`src/rtl/gpfm_pkg.sv`:
```
// Package for the eight-bit multiplexed port: register map, widths, reset values.
// Assumes a plain address/strobe register port with byte addresses.
package gpfm_pkg;

  // ----------------------------------------------------------------
  // Sizes
  // ----------------------------------------------------------------
  localparam int unsigned GPFM_PINS = 8;
  localparam int unsigned GPFM_AW = 8;
  localparam int unsigned GPFM_DW = 32;
  localparam logic [31:0] GPFM_BASE_ADDR = 32'h4000_0140;

  // ----------------------------------------------------------------
  // Register offsets from the port base
  // ----------------------------------------------------------------
  localparam logic [7:0] GPFM_OFS_DATA = 8'h00;
  localparam logic [7:0] GPFM_OFS_OUTEN = 8'h04;
  localparam logic [7:0] GPFM_OFS_ALT1 = 8'h08;
  localparam logic [7:0] GPFM_OFS_ALT2 = 8'h0C;
  localparam logic [7:0] GPFM_OFS_ODRAIN = 8'h28;
  localparam logic [7:0] GPFM_OFS_PULLUP = 8'h2C;
  localparam logic [7:0] GPFM_OFS_INEN = 8'h38;

  // ----------------------------------------------------------------
  // Reset values and implemented bits
  // ----------------------------------------------------------------
  localparam logic [7:0] GPFM_RST_BYTE = 8'h00;
  localparam logic [7:0] GPFM_ALT2_MASK = 8'h04;

  // ----------------------------------------------------------------
  // Alternate function bit positions in the first select register; CTS is in the second
  // ----------------------------------------------------------------
  localparam int unsigned GPFM_BIT_UART_TX = 0;
  localparam int unsigned GPFM_BIT_UART_RX = 1;
  localparam int unsigned GPFM_BIT_UART_CLK = 2;
  localparam int unsigned GPFM_BIT_REMOTE = 3;
  localparam int unsigned GPFM_BIT_SER_OUT = 4;
  localparam int unsigned GPFM_BIT_SER_IN = 5;
  localparam int unsigned GPFM_BIT_SER_CLK = 6;
  localparam int unsigned GPFM_BIT_EXT_INT = 7;
  localparam int unsigned GPFM_BIT_CTS = 2;

endpackage : gpfm_pkg

```
`src/rtl/gpfm_pin_cell.sv`:
```
// One pin cell: output mux, open-drain handling, stop gating and input gating.
// Assumes the pad resolves the wire level from padOut and padOe.
`timescale 1ns/10ps
`default_nettype none
module gpfm_pin_cell (
  input wire logic portData,
  input wire logic portOutEn,
  input wire logic altSel,
  input wire logic altOut,
  input wire logic altOutEn,
  input wire logic openDrain,
  input wire logic pullEn,
  input wire logic inEnable,
  input wire logic intPath,
  input wire logic stopDrive,
  input wire logic padIn,
  output logic padOut,
  output logic padOe,
  output logic padPullup,
  output logic pinLevel,
  output logic intLevel
);
  logic drvVal;
  logic drvEn;

  // Port data or alternate output selects the driven value
  assign drvVal = altSel ? altOut : portData;
  assign drvEn = altSel ? altOutEn : portOutEn;

  // Open drain only ever pulls low; stop mode removes every drive
  assign padOut = openDrain ? 1'b0 : drvVal;
  assign padOe = drvEn & ~stopDrive & (openDrain ? ~drvVal : 1'b1);
  assign padPullup = pullEn & ~stopDrive;

  // Input buffer is closed unless enabled, and closed in stop mode
  assign pinLevel = padIn & inEnable & ~stopDrive;

  // Interrupt path stays open in stop mode for the selected pin
  assign intLevel = padIn & inEnable & (~stopDrive | intPath);
endmodule : gpfm_pin_cell
`default_nettype wire

```
`src/rtl/gpfm_port.sv`:
```
// Eight-bit general-purpose port with alternate function routing.
// Assumes a register port in the clk domain and pad inputs synchronous to clk.
//
// Summary of operation
// Eight pins, each input or output.
// Reset leaves pins plain, everything disabled.
// Both select bits zero means plain pin.
// Software never sets both select bits.
// Route UART, remote input, serial bus, interrupt.
// Software selects interrupt and enables input.
// Interrupt input survives pin-drive stop.
// Outside stop, enabled input reaches interrupt.
// Software disables unused interrupt sources.
// Data, output, select registers at offsets.
// Open-drain, pull-up, input registers at offsets.
// Data bits 7-0, upper bits zero.
// Output enable bit per pin.
// Select bits map to functions listed.
// Open-drain bit picks push-pull or drain.
// Pull-up and input bits enable buffers.
// Output drives data; read returns input.
`timescale 1ns/10ps
`default_nettype none
module gpfm_port
#(
  parameter int unsigned PINS = gpfm_pkg::GPFM_PINS
) (
  input wire logic clk,
  input wire logic rst_n,
  input wire logic [gpfm_pkg::GPFM_AW-1:0] regAddr,
  input wire logic [gpfm_pkg::GPFM_DW-1:0] regWdata,
  input wire logic regWrite,
  input wire logic regRead,
  output logic [gpfm_pkg::GPFM_DW-1:0] regRdata,
  input wire logic stopDrive,
  input wire logic [PINS-1:0] padIn,
  output logic [PINS-1:0] padOut,
  output logic [PINS-1:0] padOe,
  output logic [PINS-1:0] padPullup,
  input wire logic uartTxData,
  input wire logic uartTxOe,
  output logic uartRxData,
  input wire logic uartClkOut,
  input wire logic uartClkOe,
  output logic uartClkIn,
  output logic uartCtsIn,
  output logic remoteIn,
  input wire logic serOutData,
  input wire logic serOutOe,
  output logic serOutIn,
  input wire logic serInOut,
  input wire logic serInOe,
  output logic serInIn,
  input wire logic serClkOut,
  input wire logic serClkOe,
  output logic serClkIn,
  output logic extIntIn
);
  import gpfm_pkg::*;

  // ----------------------------------------------------------------
  // Parameter check
  // ----------------------------------------------------------------
  // Function routing is wired to fixed pin numbers, so only eight pins work
  if (PINS != GPFM_PINS) begin : g_bad_pins
    $error("gpfm_port supports exactly eight pins");
  end

  // ----------------------------------------------------------------
  // Register state
  // ----------------------------------------------------------------
  logic [PINS-1:0] pinData_q;
  logic [PINS-1:0] outEn_q;
  logic [PINS-1:0] alt1_q;
  logic [PINS-1:0] alt2_q;
  logic [PINS-1:0] openDrain_q;
  logic [PINS-1:0] pullup_q;
  logic [PINS-1:0] inEn_q;
  logic [GPFM_DW-1:0] rdata_q;
  logic [GPFM_DW-1:0] rdata_d;
  logic [PINS-1:0] pinLevel;
  logic [PINS-1:0] intLevel;
  logic [PINS-1:0] altSel;
  logic [PINS-1:0] altOut;
  logic [PINS-1:0] altOutEn;
  logic [PINS-1:0] wByte;

  assign wByte = regWdata[PINS-1:0];

  // Data register write
  always_ff @(posedge clk) begin
    if (!rst_n) begin
      pinData_q <= GPFM_RST_BYTE;
    end else if (regWrite && regAddr == GPFM_OFS_DATA) begin
      pinData_q <= wByte;
    end
  end

  // Output enable register write
  always_ff @(posedge clk) begin
    if (!rst_n) begin
      outEn_q <= GPFM_RST_BYTE;
    end else if (regWrite && regAddr == GPFM_OFS_OUTEN) begin
      outEn_q <= wByte;
    end
  end

  // Function select registers; only the clear-to-send bit exists in the second
  always_ff @(posedge clk) begin
    if (!rst_n) begin
      alt1_q <= GPFM_RST_BYTE;
      alt2_q <= GPFM_RST_BYTE;
    end else begin
      if (regWrite && regAddr == GPFM_OFS_ALT1) begin
        alt1_q <= wByte;
      end
      if (regWrite && regAddr == GPFM_OFS_ALT2) begin
        alt2_q <= wByte & GPFM_ALT2_MASK;
      end
    end
  end

  // Pad control registers
  always_ff @(posedge clk) begin
    if (!rst_n) begin
      openDrain_q <= GPFM_RST_BYTE;
      pullup_q <= GPFM_RST_BYTE;
      inEn_q <= GPFM_RST_BYTE;
    end else begin
      if (regWrite && regAddr == GPFM_OFS_ODRAIN) begin
        openDrain_q <= wByte;
      end
      if (regWrite && regAddr == GPFM_OFS_PULLUP) begin
        pullup_q <= wByte;
      end
      if (regWrite && regAddr == GPFM_OFS_INEN) begin
        inEn_q <= wByte;
      end
    end
  end

  // ----------------------------------------------------------------
  // Read path
  // ----------------------------------------------------------------
  // Unmapped offsets read zero; upper bits are always zero
  always_comb begin
    rdata_d = '0;
    if (regRead) begin
      unique case (regAddr)
        GPFM_OFS_DATA: rdata_d[PINS-1:0] = pinLevel;
        GPFM_OFS_OUTEN: rdata_d[PINS-1:0] = outEn_q;
        GPFM_OFS_ALT1: rdata_d[PINS-1:0] = alt1_q;
        GPFM_OFS_ALT2: rdata_d[PINS-1:0] = alt2_q;
        GPFM_OFS_ODRAIN: rdata_d[PINS-1:0] = openDrain_q;
        GPFM_OFS_PULLUP: rdata_d[PINS-1:0] = pullup_q;
        GPFM_OFS_INEN: rdata_d[PINS-1:0] = inEn_q;
        default: rdata_d = '0;
      endcase
    end
  end

  // Read data stands only in the cycle after the strobe
  always_ff @(posedge clk) begin
    if (!rst_n) begin
      rdata_q <= '0;
    end else begin
      rdata_q <= rdata_d;
    end
  end
  assign regRdata = rdata_q;

  // ----------------------------------------------------------------
  // Alternate function routing
  // ----------------------------------------------------------------
  // A pin is handed over when either select bit is set; both set is illegal
  assign altSel = alt1_q | alt2_q;

  // Output side of each function; input-only functions never drive
  always_comb begin
    altOut = '0;
    altOutEn = '0;
    altOut[GPFM_BIT_UART_TX] = uartTxData;
    altOutEn[GPFM_BIT_UART_TX] = uartTxOe;
    altOut[GPFM_BIT_UART_CLK] = uartClkOut;
    altOutEn[GPFM_BIT_UART_CLK] = uartClkOe & alt1_q[GPFM_BIT_UART_CLK];
    altOut[GPFM_BIT_SER_OUT] = serOutData;
    altOutEn[GPFM_BIT_SER_OUT] = serOutOe;
    altOut[GPFM_BIT_SER_IN] = serInOut;
    altOutEn[GPFM_BIT_SER_IN] = serInOe;
    altOut[GPFM_BIT_SER_CLK] = serClkOut;
    altOutEn[GPFM_BIT_SER_CLK] = serClkOe;
  end

  // Inputs reach a function only while its select bit is set
  assign uartRxData = pinLevel[GPFM_BIT_UART_RX] & alt1_q[GPFM_BIT_UART_RX];
  assign uartClkIn = pinLevel[GPFM_BIT_UART_CLK] & alt1_q[GPFM_BIT_UART_CLK];
  assign uartCtsIn = pinLevel[GPFM_BIT_CTS] & alt2_q[GPFM_BIT_CTS];
  assign remoteIn = pinLevel[GPFM_BIT_REMOTE] & alt1_q[GPFM_BIT_REMOTE];
  assign serOutIn = pinLevel[GPFM_BIT_SER_OUT] & alt1_q[GPFM_BIT_SER_OUT];
  assign serInIn = pinLevel[GPFM_BIT_SER_IN] & alt1_q[GPFM_BIT_SER_IN];
  assign serClkIn = pinLevel[GPFM_BIT_SER_CLK] & alt1_q[GPFM_BIT_SER_CLK];

  // Outside stop the interrupt ignores the select bit; software must disable unused inputs
  assign extIntIn = intLevel[GPFM_BIT_EXT_INT];

  // ----------------------------------------------------------------
  // Pin cells
  // ----------------------------------------------------------------
  // One cell per pin; only the interrupt pin keeps its input in stop mode
  for (genvar i = 0; i < PINS; i++) begin : g_pin
    gpfm_pin_cell u_cell (
      .portData(pinData_q[i]),
      .portOutEn(outEn_q[i]),
      .altSel(altSel[i]),
      .altOut(altOut[i]),
      .altOutEn(altOutEn[i]),
      .openDrain(openDrain_q[i]),
      .pullEn(pullup_q[i]),
      .inEnable(inEn_q[i]),
      .intPath((i == GPFM_BIT_EXT_INT) ? alt1_q[i] : 1'b0),
      .stopDrive(stopDrive),
      .padIn(padIn[i]),
      .padOut(padOut[i]),
      .padOe(padOe[i]),
      .padPullup(padPullup[i]),
      .pinLevel(pinLevel[i]),
      .intLevel(intLevel[i])
    );
  end

  // ----------------------------------------------------------------
  // Checks
  // ----------------------------------------------------------------
  property p_reset_quiet;
    @(posedge clk) $past(!rst_n) |-> (padOe == '0 && padPullup == '0 && extIntIn == 1'b0);
  endproperty
  a_reset_quiet: assert property (p_reset_quiet) else $error("pins active after reset");

  property p_data_drive;
    @(posedge clk) disable iff (!rst_n)
      (outEn_q[0] && !altSel[0] && !openDrain_q[0] && !stopDrive) |-> (padOe[0] && padOut[0] == pinData_q[0]);
  endproperty
  a_data_drive: assert property (p_data_drive) else $error("enabled pin not driving data");

  property p_data_write;
    @(posedge clk) disable iff (!rst_n)
      (regWrite && regAddr == GPFM_OFS_DATA) |=> (pinData_q == $past(regWdata[PINS-1:0]));
  endproperty
  a_data_write: assert property (p_data_write) else $error("data register missed write");

  property p_read_back;
    @(posedge clk) disable iff (!rst_n)
      (regRead && regAddr == GPFM_OFS_INEN) |=> (regRdata == {24'h0000_00, $past(inEn_q)});
  endproperty
  a_read_back: assert property (p_read_back) else $error("input enable readback wrong");

  property p_upper_zero;
    @(posedge clk) disable iff (!rst_n) regRdata[GPFM_DW-1:PINS] == '0;
  endproperty
  a_upper_zero: assert property (p_upper_zero) else $error("upper read bits not zero");

  property p_read_input;
    @(posedge clk) disable iff (!rst_n)
      (regRead && regAddr == GPFM_OFS_DATA && !stopDrive) |=> (regRdata[PINS-1:0] == $past(padIn & inEn_q));
  endproperty
  a_read_input: assert property (p_read_input) else $error("data read not pin level");

  property p_stop_int;
    @(posedge clk) disable iff (!rst_n)
      (stopDrive && alt1_q[GPFM_BIT_EXT_INT] && inEn_q[GPFM_BIT_EXT_INT]) |->
        (extIntIn == padIn[GPFM_BIT_EXT_INT]);
  endproperty
  a_stop_int: assert property (p_stop_int) else $error("interrupt lost in stop");

  property p_run_int;
    @(posedge clk) disable iff (!rst_n)
      (!stopDrive && inEn_q[GPFM_BIT_EXT_INT]) |-> (extIntIn == padIn[GPFM_BIT_EXT_INT]);
  endproperty
  a_run_int: assert property (p_run_int) else $error("interrupt blocked outside stop");

  property p_open_drain;
    @(posedge clk) disable iff (!rst_n)
      !stopDrive |-> ((((padOe ^ (outEn_q & ~pinData_q)) | padOut) & openDrain_q & ~altSel) == '0);
  endproperty
  a_open_drain: assert property (p_open_drain) else $error("open drain drove high");

  property p_alt2_mask;
    @(posedge clk) disable iff (!rst_n) (alt2_q & ~GPFM_ALT2_MASK) == '0;
  endproperty
  a_alt2_mask: assert property (p_alt2_mask) else $error("unimplemented select bit set");

  // Every control register is clear straight after reset
  property p_reset_regs;
    @(posedge clk) $past(!rst_n) |->
      ((pinData_q | outEn_q | alt1_q | alt2_q | openDrain_q | pullup_q | inEn_q) == '0);
  endproperty
  a_reset_regs: assert property (p_reset_regs) else $error("register not cleared by reset");

  property p_outen_write;
    @(posedge clk) disable iff (!rst_n)
      (regWrite && regAddr == GPFM_OFS_OUTEN) |=> (outEn_q == $past(regWdata[PINS-1:0]));
  endproperty
  a_outen_write: assert property (p_outen_write) else $error("output enable missed write");

  property p_alt1_write;
    @(posedge clk) disable iff (!rst_n)
      (regWrite && regAddr == GPFM_OFS_ALT1) |=> (alt1_q == $past(regWdata[PINS-1:0]));
  endproperty
  a_alt1_write: assert property (p_alt1_write) else $error("first select missed write");

  property p_inen_write;
    @(posedge clk) disable iff (!rst_n)
      (regWrite && regAddr == GPFM_OFS_INEN) |=> (inEn_q == $past(regWdata[PINS-1:0]));
  endproperty
  a_inen_write: assert property (p_inen_write) else $error("input enable missed write");

  // Read data is a one-cycle pulse, so software never sees stale words
  property p_read_pulse;
    @(posedge clk) disable iff (!rst_n) !$past(regRead) |-> (regRdata == '0);
  endproperty
  a_read_pulse: assert property (p_read_pulse) else $error("read data outside its cycle");

  // Plain pins drive only from the port registers
  property p_plain_pin;
    @(posedge clk) disable iff (!rst_n)
      ((alt1_q | alt2_q) == '0 && !stopDrive) |-> (padOe == (outEn_q & ~(openDrain_q & pinData_q)));
  endproperty
  a_plain_pin: assert property (p_plain_pin) else $error("plain pin drive wrong");

  property p_tx_route;
    @(posedge clk) disable iff (!rst_n)
      (alt1_q[GPFM_BIT_UART_TX] && !openDrain_q[GPFM_BIT_UART_TX] && !stopDrive) |->
        (padOe[GPFM_BIT_UART_TX] == uartTxOe && padOut[GPFM_BIT_UART_TX] == uartTxData);
  endproperty
  a_tx_route: assert property (p_tx_route) else $error("transmit not routed to pin");

  property p_cts_route;
    @(posedge clk) disable iff (!rst_n)
      (alt2_q[GPFM_BIT_CTS] && inEn_q[GPFM_BIT_CTS] && !stopDrive) |-> (uartCtsIn == padIn[GPFM_BIT_CTS]);
  endproperty
  a_cts_route: assert property (p_cts_route) else $error("clear to send not routed");

  property p_stop_quiet;
    @(posedge clk) disable iff (!rst_n) stopDrive |-> ((padOe | padPullup) == '0);
  endproperty
  a_stop_quiet: assert property (p_stop_quiet) else $error("pin driven in stop");

  property p_pullup_follow;
    @(posedge clk) disable iff (!rst_n) !stopDrive |-> (padPullup == pullup_q);
  endproperty
  a_pullup_follow: assert property (p_pullup_follow) else $error("pull-up not following register");

endmodule : gpfm_port
`default_nettype wire

```
`config.mk`:
```
export PLATFORM = sky130hd
export DESIGN_NAME = gpfm_port
export DESIGN_NICKNAME = d
export VERILOG_FILES = /design/src/rtl/gpfm_pkg.sv /design/src/rtl/gpfm_pin_cell.sv /design/src/rtl/gpfm_port.sv
export SDC_FILE = /design/constraint.sdc
export NUM_CORES = 1
export LEC_CHECK = 0
export BUFFER_PORTS_ARGS = -buffer_cell sky130_fd_sc_hd__clkbuf_2
export CAP_MARGIN = 20
export CORE_ASPECT_RATIO = 1.5
export CORE_UTILIZATION = 54
export CTS_BUF_LIST = sky130_fd_sc_hd__clkbuf_16
export CTS_CLUSTER_DIAMETER = 50
export DETAILED_ROUTE_END_ITERATION = 8
export PLACE_DENSITY_LB_ADDON = 0.05
export SLEW_MARGIN = 20
export SYNTH_ARGS = -nofsm -noshare
export SYNTH_HDL_FRONTEND = slang
export SYNTH_SLANG_ARGS = --single-unit
```
`constraint.sdc`:
```
create_clock -name clk -period 4 [get_ports clk]
set_input_delay 0.4 -clock clk [delete_from_list [all_inputs] [get_ports clk]]
set_output_delay 0.4 -clock clk [all_outputs]
set_load 0.01 [all_outputs]
```
==> key figures, run 1 <==
Die
  • Starting Density: 55.5%
  • Ports: 127
  • Core area: 6130 µm²
  • Die width: approximately 67 µm
  • Die area: 6630 µm²
  • Row count: 35
  • Chip height: ~99 µm

Critical path
  • CP Data Required Time: between 4 and 5 ns
  • Slowest stage delay, CP: about 0.73 ns
  • Setup CP Type: in -> reg
  • Nature of the critical path endpoint: flip-flop
  • Crit path cell chain: clkbuf_2 > nor4_2 > nand4_1 > mux2i_1 > nor2b_1
  • Crit path launch type: input pin
  • Critical Path AT: 2.31 ns
  • Critical Path Fanout Max: 15
  • Slowest CP cell: nand4_1

STA
  • Fmax: 475 MHz
  • Final Cycle Share: 52.6%
  • Min Clock Period, post-route: between 2 and 2.5 ns
  • Clock Skew: 0.00484 ns
  • TNS Setup: 0 ns
  • Final slew viol count: 0
  • Worst hold margin: 0.379 ns
  • RSZ-0062 raised after global routing: no
  • Worst-margin pin slew: about 0.84 ns
  • Final hold violation count: 0
  • # setup viols final: 0
  • Fin worst setup slack: 1.90 ns
  • Worst slew margin: 43.9%

Synth
  • Cells after synthesis: 404
  • Asr flop ratio synth: 0%
  • Post-synth top cells: 57 x dfxtp_1, 48 x buf_4, 41 x nor2b_1
  • Post-synth EDFFs: 0
  • Count leader, synth: dfxtp_1
  • Yosys top cell by area: dfxtp_1
  • Post-synthesis cell area: between 3000 and 4000 µm²
  • Yosys cell types: 42
  • Top_reg_cell synth: dfxtp_1
  • Sequential area share after synthesis: between 30% and 40%
  • Synth area leaders: dfxtp_1 34%, mux2i_1 11%, buf_4 11%
  • Seq cells post-synth: 57
  • Yosys warnings: 0
  • Avg Synthesized Cell Area: 8.43 µm²
  • Yosys top cell area share: 33.5%

Placement
  • PortBufs: 78
  • DP Area: between 3000 and 4000 µm²
  • Post-DP HPWL: between 5000 and 6000 µm
  • Setup slack at placement: 1.56 ns
  • GPL Wtd Cong: 0.813

GRT
  • All-Layer GR Usage: 28.2%
  • M2 GR Usage: 44.4%
  • Met3 Track Usage GR: 5.16%
  • Largest net degree at the start of global routing: 51
  • Vias in the first global route: between 2000 and 3000
  • First-pass GRT wire length: 13800 µm
  • Congestion Overflow GR: 0
  • Most Crowded Layer GR: met2
  • GRT met1 Usage: 35.1%
  • Antenna violations before repair: 0

Power and ir drop
  • Leak: approximately 1.7 nW
  • Peak supply drop: 234 µV
  • PwrDens: around 360 nW/µm²

Clocking
  • CTS Root Cell: clkbuf_16
  • CTS tree: done
  • H-tree lvl count: 3
  • CTS Buffer Depth: 2
  • Post-CTS Setup Bufs: 0
  • Clock transition at the registers of the reported paths: 0.05 ns
  • Clock sink count: 57
  • Post_cts resized: 0
  • CTS Hold Buffers Added: 0
  • Worst-Skew Late Latency: 0.32 ns
  • TritonCTS buffer count: 9

Routing
  • Vias per Instance: 5.73
  • ANT nets after route: 0
  • Drt first pass iters: 5
  • Post-DR wirelength/cell: 16.6 µm
  • DRT iter0 DRCs: 251
  • Drt total wl: 8710 µm
  • Via count: 3014
  • DRC viols: 0

Finish
  • Final Util: 62.2%
  • Fillers: 570
  • Design area: roughly 3800 µm²
  • Antenna cells: 0
  • Register area: 1140 µm²
  • Fin nets: 511
  • Share of layout cells above drive strength 1: 22.3%
  • Area growth syn-to-layout: 11.9%
  • Area of the multi-input gates: between 1500 and 2000 µm²

Min path
  • Worst min path class: in -> reg

Flow run
  • Max Cap Viol: 0

Outcome
  • Status: complete, no violations
layout by cell type (no fill, tap or decap), drive strengths merged, types with 2 or more instances in the layout:
cell type and n:
clkbuf 87, dfxtp 57, nor2b 41, mux2i 37, nand2 33, nand3 28
a21boi 25, conb 24, nor2 12, and3 12, inv 9, nor3 9
o21ai 9, nand4 8, a21oi 7, a31oi 6, nor4 6, nor3b 5
and4b 4, and2 3, a22oi 3, clkinv 3, or4 2, or3 2
nand2b 2, mux2 2, a32oi 2, a21o 2, buf 2
critical path: cells and delay by family:
kind	cells	cell delay [ns]
simple gates	3	1.27
mux	1	0.40
buf+inv	1	0.24
layer usage:
metal  share of wire (%)  routed length, µm
met1                  41               3590
met2                  48               4220
met3                 6.5                565
met4                 3.9                337
met5                   0                  0
cell families (layout without fill, tap and decap cells):
| group | Yosys count | after routing | synth area share, % |
|---|---|---|---|
| AOI/OAI and AO/OA | 58 | 58 | 11.5 |
| other | 1 | 24 | 0.110 |
| buffers and inverters | 77 | 102 | 14.1 |
| DFF | 57 | 57 | 33.5 |
| and+or+nand+nor | 171 | 171 | 28.5 |
| muxes | 40 | 40 | 12.2 |
sequential cells by signal, summed over array words and instances (netlist names):
name / flops
outEn_q: 8
alt2_q: 1
pinData_q: 8
inEn_q: 8
pullup_q: 8
openDrain_q: 8
alt1_q: 8
regRdata: 8
area by class of cell:
class	instances	area share (%)
Timing Repair Buffer	80	10.6
Clock buffer	9	5.91
Tap cell	74	2.43
Multi-Input combinational cell	293	49.0
Clock inverter	6	1.38
Sequential cell	57	29.9
Inverter	7	0.689
path summary, 6_finish.rpt:
check / slack [ns] / depth (start not counted) / to / from
worst max register to register: 2.58 / 4 / regRdata[7] / alt1_q[7]
worst max-delay path: 1.90 / 5 / alt1_q[4] / regAddr[4]
worst min-delay path: 0.38 / 3 / regRdata[6] / padIn[6]
worst min register to register: 0.47 / 2 / inEn_q[0] / inEn_q[0]
stage by stage:
stage          std cells  power [mW]
6_report             526        1.39
4_1_cts              526        1.39
2_1_floorplan        427       0.647
5_1_grt              526        1.42
3_5_place_dp         511       0.671
3_3_place_gp         511       0.671
report_power, final:
group,total [mW],internal (mW),switching [mW]
Sequential,0.570,0.569,0.000541
Clock,0.728,0.470,0.259
Combinational,0.0904,0.0293,0.0611
Total,1.39,1.07,0.320
Power figures use the tool's default switching activity.
==> inputs of run 2 (changes only) <==
- CORE_UTILIZATION: 54 -> 45
- clock period: 4 -> 1.9 ns (I/O delays scaled with it)
==> key figures, run 2 (same netlist as run 1, synthesis figures left out) <==
Placement
  • GPL Wtd Cong: 0.886 (was 0.813)
  • PortBufs: 78 (unchanged)
  • Inst Count DP: 573 (was 511)
  • Setup slack at placement: 0.0684 ns (was 1.56 ns)
  • Post-DP HPWL: 6660 µm (was 5690 µm)

STA
  • # setup viols final: 0 (unchanged)
  • Worst slew margin: 65.8% (was 43.9%)
  • Fin worst setup slack: 0.276 ns (was 1.90 ns)
  • Worst-margin pin slew: 0.508 ns (was 0.842 ns)
  • TNS Setup: 0 ns (unchanged)
  • Final Cycle Share: 85.5%
  • Final slew viol count: 0 (unchanged)
  • RSZ-0062 raised after global routing: no (unchanged)
  • Clock Skew: 0.00321 ns (was 0.00484 ns)
  • Worst hold margin: 0.159 ns (was 0.379 ns)
  • Min Clock Period, post-route: between 1.5 and 2 ns
  • Fmax: 616 MHz
  • Final hold violation count: 0 (unchanged)

Routing
  • Drt total wl: 9480 µm (was 8710 µm)
  • DRT iter0 DRCs: 223 (was 251)
  • Vias per Instance: 5.30 (was 5.73)
  • DRC viols: 0 (unchanged)
  • Drt first pass iters: 5 (unchanged)
  • ANT nets after route: 0 (unchanged)
  • Via count: 3119 (was 3014)
  • Post-DR wirelength/cell: 16.1 µm (was 16.6 µm)

Die
  • Chip height: 109 µm (was 99.2 µm)
  • Row count: 38 (was 35)
  • Core area: 7270 µm² (was 6130 µm²)
  • Starting Density: 46.8% (was 55.5%)
  • Die width: 73.0 µm (was 66.8 µm)
  • Die area: 7920 µm² (was 6630 µm²)
  • Ports: 127 (unchanged)

Finish
  • Finished Layout Cells: 589 (was 526)
  • Register area: 1140 µm² (unchanged)
  • Share of layout cells above drive strength 1: 27.8% (was 22.3%)
  • Fin nets: 547 (was 511)
  • Final Util: 56.2% (was 62.2%)
  • Area growth syn-to-layout: 20.2% (was 11.9%)
  • Commonest cells after routing, fill and taps aside: 78 x clkbuf_2, 57 x dfxtp_1, 41 x nor2b_1 (unchanged)
  • Fillers: 733 (was 570)
  • Antenna cells: 0 (unchanged)
  • Most common cell after layout, fill and taps aside: clkbuf_2 (unchanged)
  • Area of the multi-input gates: 1870 µm² (unchanged)

GRT
  • Antenna violations before repair: 0 (unchanged)
  • All-Layer GR Usage: 25.4% (was 28.2%)
  • First-pass GRT wire length: 14700 µm (was 13800 µm)
  • Vias in the first global route: 2769 (was 2734)
  • Congestion Overflow GR: 0 (unchanged)
  • Largest net degree at the start of global routing: 50 (was 51)

Power and ir drop
  • Peak supply drop: 486 µV (was 234 µV)
  • Leak: 1.86 nW (was 1.70 nW)
  • PwrDens: 688 nW/µm² (was 364 nW/µm²)

Min path
  • Hold Crit Start: padIn[4] (was padIn[6])
  • Worst min path class: in -> reg (unchanged)

Critical path
  • CP Data Required Time: 1.71 ns (was 4.20 ns)
  • Worst Setup SP: alt1_q[2] (was regAddr[4])
  • Critical Path AT: 1.43 ns (was 2.31 ns)
  • Setup CP Type: reg -> out (was in -> reg)
  • Crit path launch type: flip-flop (was input pin)
  • Reg2reg start: alt1_q[7] (unchanged)
  • Critical Path Fanout Max: 6 (was 15)
  • Nature of the critical path endpoint: output pin (was flip-flop)

Flow run
  • Max Cap Viol: 0 (unchanged)

Clocking
  • H-tree lvl count: 3 (unchanged)
  • Clock sink count: 57 (unchanged)
  • CTS Root Cell: clkbuf_16 (unchanged)
  • Post-CTS Setup Bufs: 0 (unchanged)
  • CTS Buffer Depth: 2 (unchanged)
  • CTS tree: done (unchanged)
  • Post_cts resized: 0 (unchanged)
  • Clock transition at the registers of the reported paths: 0.05 ns (about the same)
  • Worst-Skew Late Latency: 0.33 ns (was 0.32 ns)
  • CTS Hold Buffers Added: 0 (unchanged)
  • TritonCTS buffer count: 9 (unchanged)

Outcome
  • Status: complete, no violations (unchanged)
==> run 2: cell count changes in the layout (fill, tap and decap cells not counted) <==
cell / previous run / this run
buf_4: 2 / 38
bufinv_16: 1 / 0
clkinv_1: 0 / 2
==> run 2: path summary, 6_finish.rpt <==
path                      end  cells after the start  slack, ns
setup / recovery     padOe[2]                      5       0.28
hold / removal    regRdata[4]                      3       0.16
setup reg to reg  regRdata[7]                      4       0.50
hold reg to reg     inEn_q[0]                      2       0.46
==> run 2: power by group <==
| group | total [mW] | leakage (nW) | internal (mW) | switching [mW] |
|---|---|---|---|---|
| Clock | 1.40 | 0.136 | 0.853 | 0.543 |
| Combinational | 0.218 | 1.26 | 0.0794 | 0.138 |
| Sequential | 1.20 | 0.459 | 1.20 | 0.00114 |
==> run 2: per-stage QoR <==
step           instance area (µm²)  total power [mW]
4_1_cts                       4090              2.84
6_report                      4090              2.81
5_1_grt                       4090              2.90
3_5_place_dp                  3840              1.44
2_1_floorplan                 3490              1.36
3_3_place_gp                  3840              1.44
==> run 2: area by class of cell <==
class,count,share of cell area [%]
Multi-Input combinational cell,293,45.7
Sequential cell,57,27.9
Timing Repair Buffer,116,16.5
Clock buffer,9,5.50
Tap cell,100,3.06
Clock inverter,7,0.734
Inverter,7,0.642
==> run 2: routing by layer <==
layer | vias to the layer above | GRT usage (%) | routed length (µm)
li1 | 1506 | - | -
met1 | 1474 | 32.4 | 4030
met3 | 17 | 4.01 | 531
met4 | 0 | 12.3 | 227
met2 | 122 | 41.1 | 4680
met5 | - | 0 | 0
==> run 2: worst max-delay path: stages (launching register included) <==
cell	delay, ns
dfxtp_1	0.34
nor2_1	0.15
mux2i_1	0.24
nor2b_1	0.07
nor3_1	0.14
clkbuf_2	0.16
==> inputs of run 3 (changes only) <==
- CORE_ASPECT_RATIO: 1.5 -> 1.75
==> key figures, run 3 (same netlist as run 1, synthesis figures left out) <==
Outcome
  • Status: complete, no violations (unchanged)

GRT
  • Largest net degree at the start of global routing: 50 (unchanged)
  • Most Crowded Layer GR: met2 (unchanged)
  • Met3 Track Usage GR: 5.43% (was 4.01%)
  • GRT met1 Usage: 31.7% (was 32.4%)
  • Congestion Overflow GR: 0 (unchanged)
  • All-Layer GR Usage: 25.7% (was 25.4%)
  • M2 GR Usage: 41.3% (was 41.1%)
  • Antenna violations before repair: 0 (unchanged)
  • First-pass GRT wire length: 14700 µm (about the same)
  • Vias in the first global route: 2939 (was 2769)

STA
  • # setup viols final: 0 (unchanged)
  • Fin worst setup slack: 0.262 ns (was 0.276 ns)
  • RSZ-0062 raised after global routing: no (unchanged)
  • Final hold violation count: 0 (unchanged)
  • Fmax: 610 MHz (was 616 MHz)
  • Clock Skew: 0.00290 ns (was 0.00321 ns)
  • Final slew viol count: 0 (unchanged)
  • Min Clock Period, post-route: 1.64 ns (was 1.62 ns)
  • TNS Setup: 0 ns (unchanged)
  • Final Cycle Share: 86.2% (was 85.5%)
  • Worst hold margin: 0.159 ns (about the same)

Min path
  • Hold Crit Depth: 3 (unchanged)
  • Hold worst-path end: regRdata[4] (unchanged)
  • Worst min path class: in -> reg (unchanged)
  • Hold Crit Start: padIn[4] (unchanged)

Power and ir drop
  • Peak supply drop: 527 µV (was 486 µV)
  • Leak: 1.88 nW (was 1.86 nW)
  • PwrDens: 682 nW/µm² (was 688 nW/µm²)

Placement
  • Setup slack at placement: 0.0127 ns (was 0.0684 ns)
  • DP Area: 3860 µm² (was 3840 µm²)
  • Post-DP HPWL: 6740 µm (was 6660 µm)
  • PortBufs: 78 (unchanged)
  • GPL Wtd Cong: 0.796 (was 0.886)
  • Inst Count DP: 563 (was 573)

Critical path
  • Nature of the critical path endpoint: output pin (unchanged)
  • R2r worst-path depth: 4 (unchanged)
  • CP Data Required Time: 1.71 ns (about the same)
  • Worst reg2reg setup slack: 0.44 ns (was 0.50 ns)
  • Reg2reg start: alt1_q[7] (unchanged)
  • Worst Setup SP: alt1_q[4] (was alt1_q[2])
  • Critical Path Fanout Max: 5 (was 6)
  • Critical Path AT: 1.45 ns (was 1.43 ns)
  • R2R Path End: regRdata[7] (unchanged)
  • Setup CP Type: reg -> out (unchanged)
  • Crit path launch type: flip-flop (unchanged)

Routing
  • ANT nets after route: 0 (unchanged)
  • Via count: 3132 (was 3119)
  • DRT iter0 DRCs: 182 (was 223)
  • Post-DR wirelength/cell: 16.3 µm (was 16.1 µm)
  • DRC viols: 0 (unchanged)
  • Drt total wl: 9420 µm (was 9480 µm)
  • Drt first pass iters: 4 (was 5)
  • Vias per Instance: 5.41 (was 5.30)

Clocking
  • Clock transition at the registers of the reported paths: 0.05 ns (about the same)
  • CTS Hold Buffers Added: 0 (unchanged)
  • Post_cts resized: 0 (unchanged)
  • Worst-Skew Late Latency: 0.33 ns (about the same)
  • Clock sink count: 57 (unchanged)
  • CTS tree: done (unchanged)
  • CTS Root Cell: clkbuf_16 (unchanged)
  • H-tree lvl count: 3 (unchanged)
  • Post-CTS Setup Bufs: 0 (unchanged)
  • TritonCTS buffer count: 9 (unchanged)
  • CTS Buffer Depth: 2 (unchanged)

Die
  • Row count: 41 (was 38)
  • Die area: 7930 µm² (was 7920 µm²)
  • Die width: 67.8 µm (was 73.0 µm)
  • Ports: 127 (unchanged)
  • Starting Density: 46.7% (was 46.8%)
  • Core area: 7280 µm² (was 7270 µm²)
  • Chip height: 117 µm (was 109 µm)

Finish
  • Design area: 4120 µm² (was 4090 µm²)
  • Area growth syn-to-layout: 20.9% (was 20.2%)
  • Commonest cells after routing, fill and taps aside: 78 x clkbuf_2, 57 x dfxtp_1, 41 x nor2b_1, 41 x buf_4, 37 x mux2i_1 (was 78 x clkbuf_2, 57 x dfxtp_1, 41 x nor2b_1)
  • Antenna cells: 0 (unchanged)
  • Fin nets: 551 (was 547)
  • Finished Layout Cells: 579 (was 589)
  • Share of layout cells above drive strength 1: 28.2% (was 27.8%)
  • Most common cell after layout, fill and taps aside: clkbuf_2 (unchanged)

Flow run
  • Max Cap Viol: 0 (unchanged)
[run 3: layout make-up]
class	count	area, µm²
tap	86	108
clock inverter	7	28.8
inverter	7	26.3
sequential	57	1140
fill	696	3170
multi-input combinational	293	1870
clock buffer	9	225
timing repair buffer	120	718
[run 3: how the worst max path moves through the flow]
stage	cells past startpoint	endpoint
finish	4	padOe[4]
detailed placement	6	pinData_q[5]
CTS	4	padOe[4]
floorplan	6	pinData_q[0]
global placement	6	pinData_q[3]
global route	5	padOe[2]
[run 3: where the power goes]
part | internal [mW] | switching, mW
clock | 0.851 | 0.532
sequential | 1.20 | 0.00121
combinational | 0.0867 | 0.139
total | 2.14 | 0.672
[run 3: routing by layer]
layer | vias up | routed length (µm)
met5 | - | 0
met3 | 22 | 537
li1 | 1512 | -
met2 | 135 | 4590
met4 | 0 | 287
met1 | 1463 | 4000
[run 3: critical path, cell delays in order, from the launching register on]
cell	delay, ns
dfxtp_1	0.42
mux2i_1	0.26
nor2b_1	0.07
nor3_1	0.20
clkbuf_2	0.17
[run 3: through the flow]
step / power (mW) / util [%]
6_report: 2.81 / 56.5
5_1_grt: 2.92 / 56.5
4_1_cts: 2.83 / 56.5
3_5_place_dp: 1.45 / 53.0
3_3_place_gp: 1.45 / 53.0
2_1_floorplan: 1.36 / -
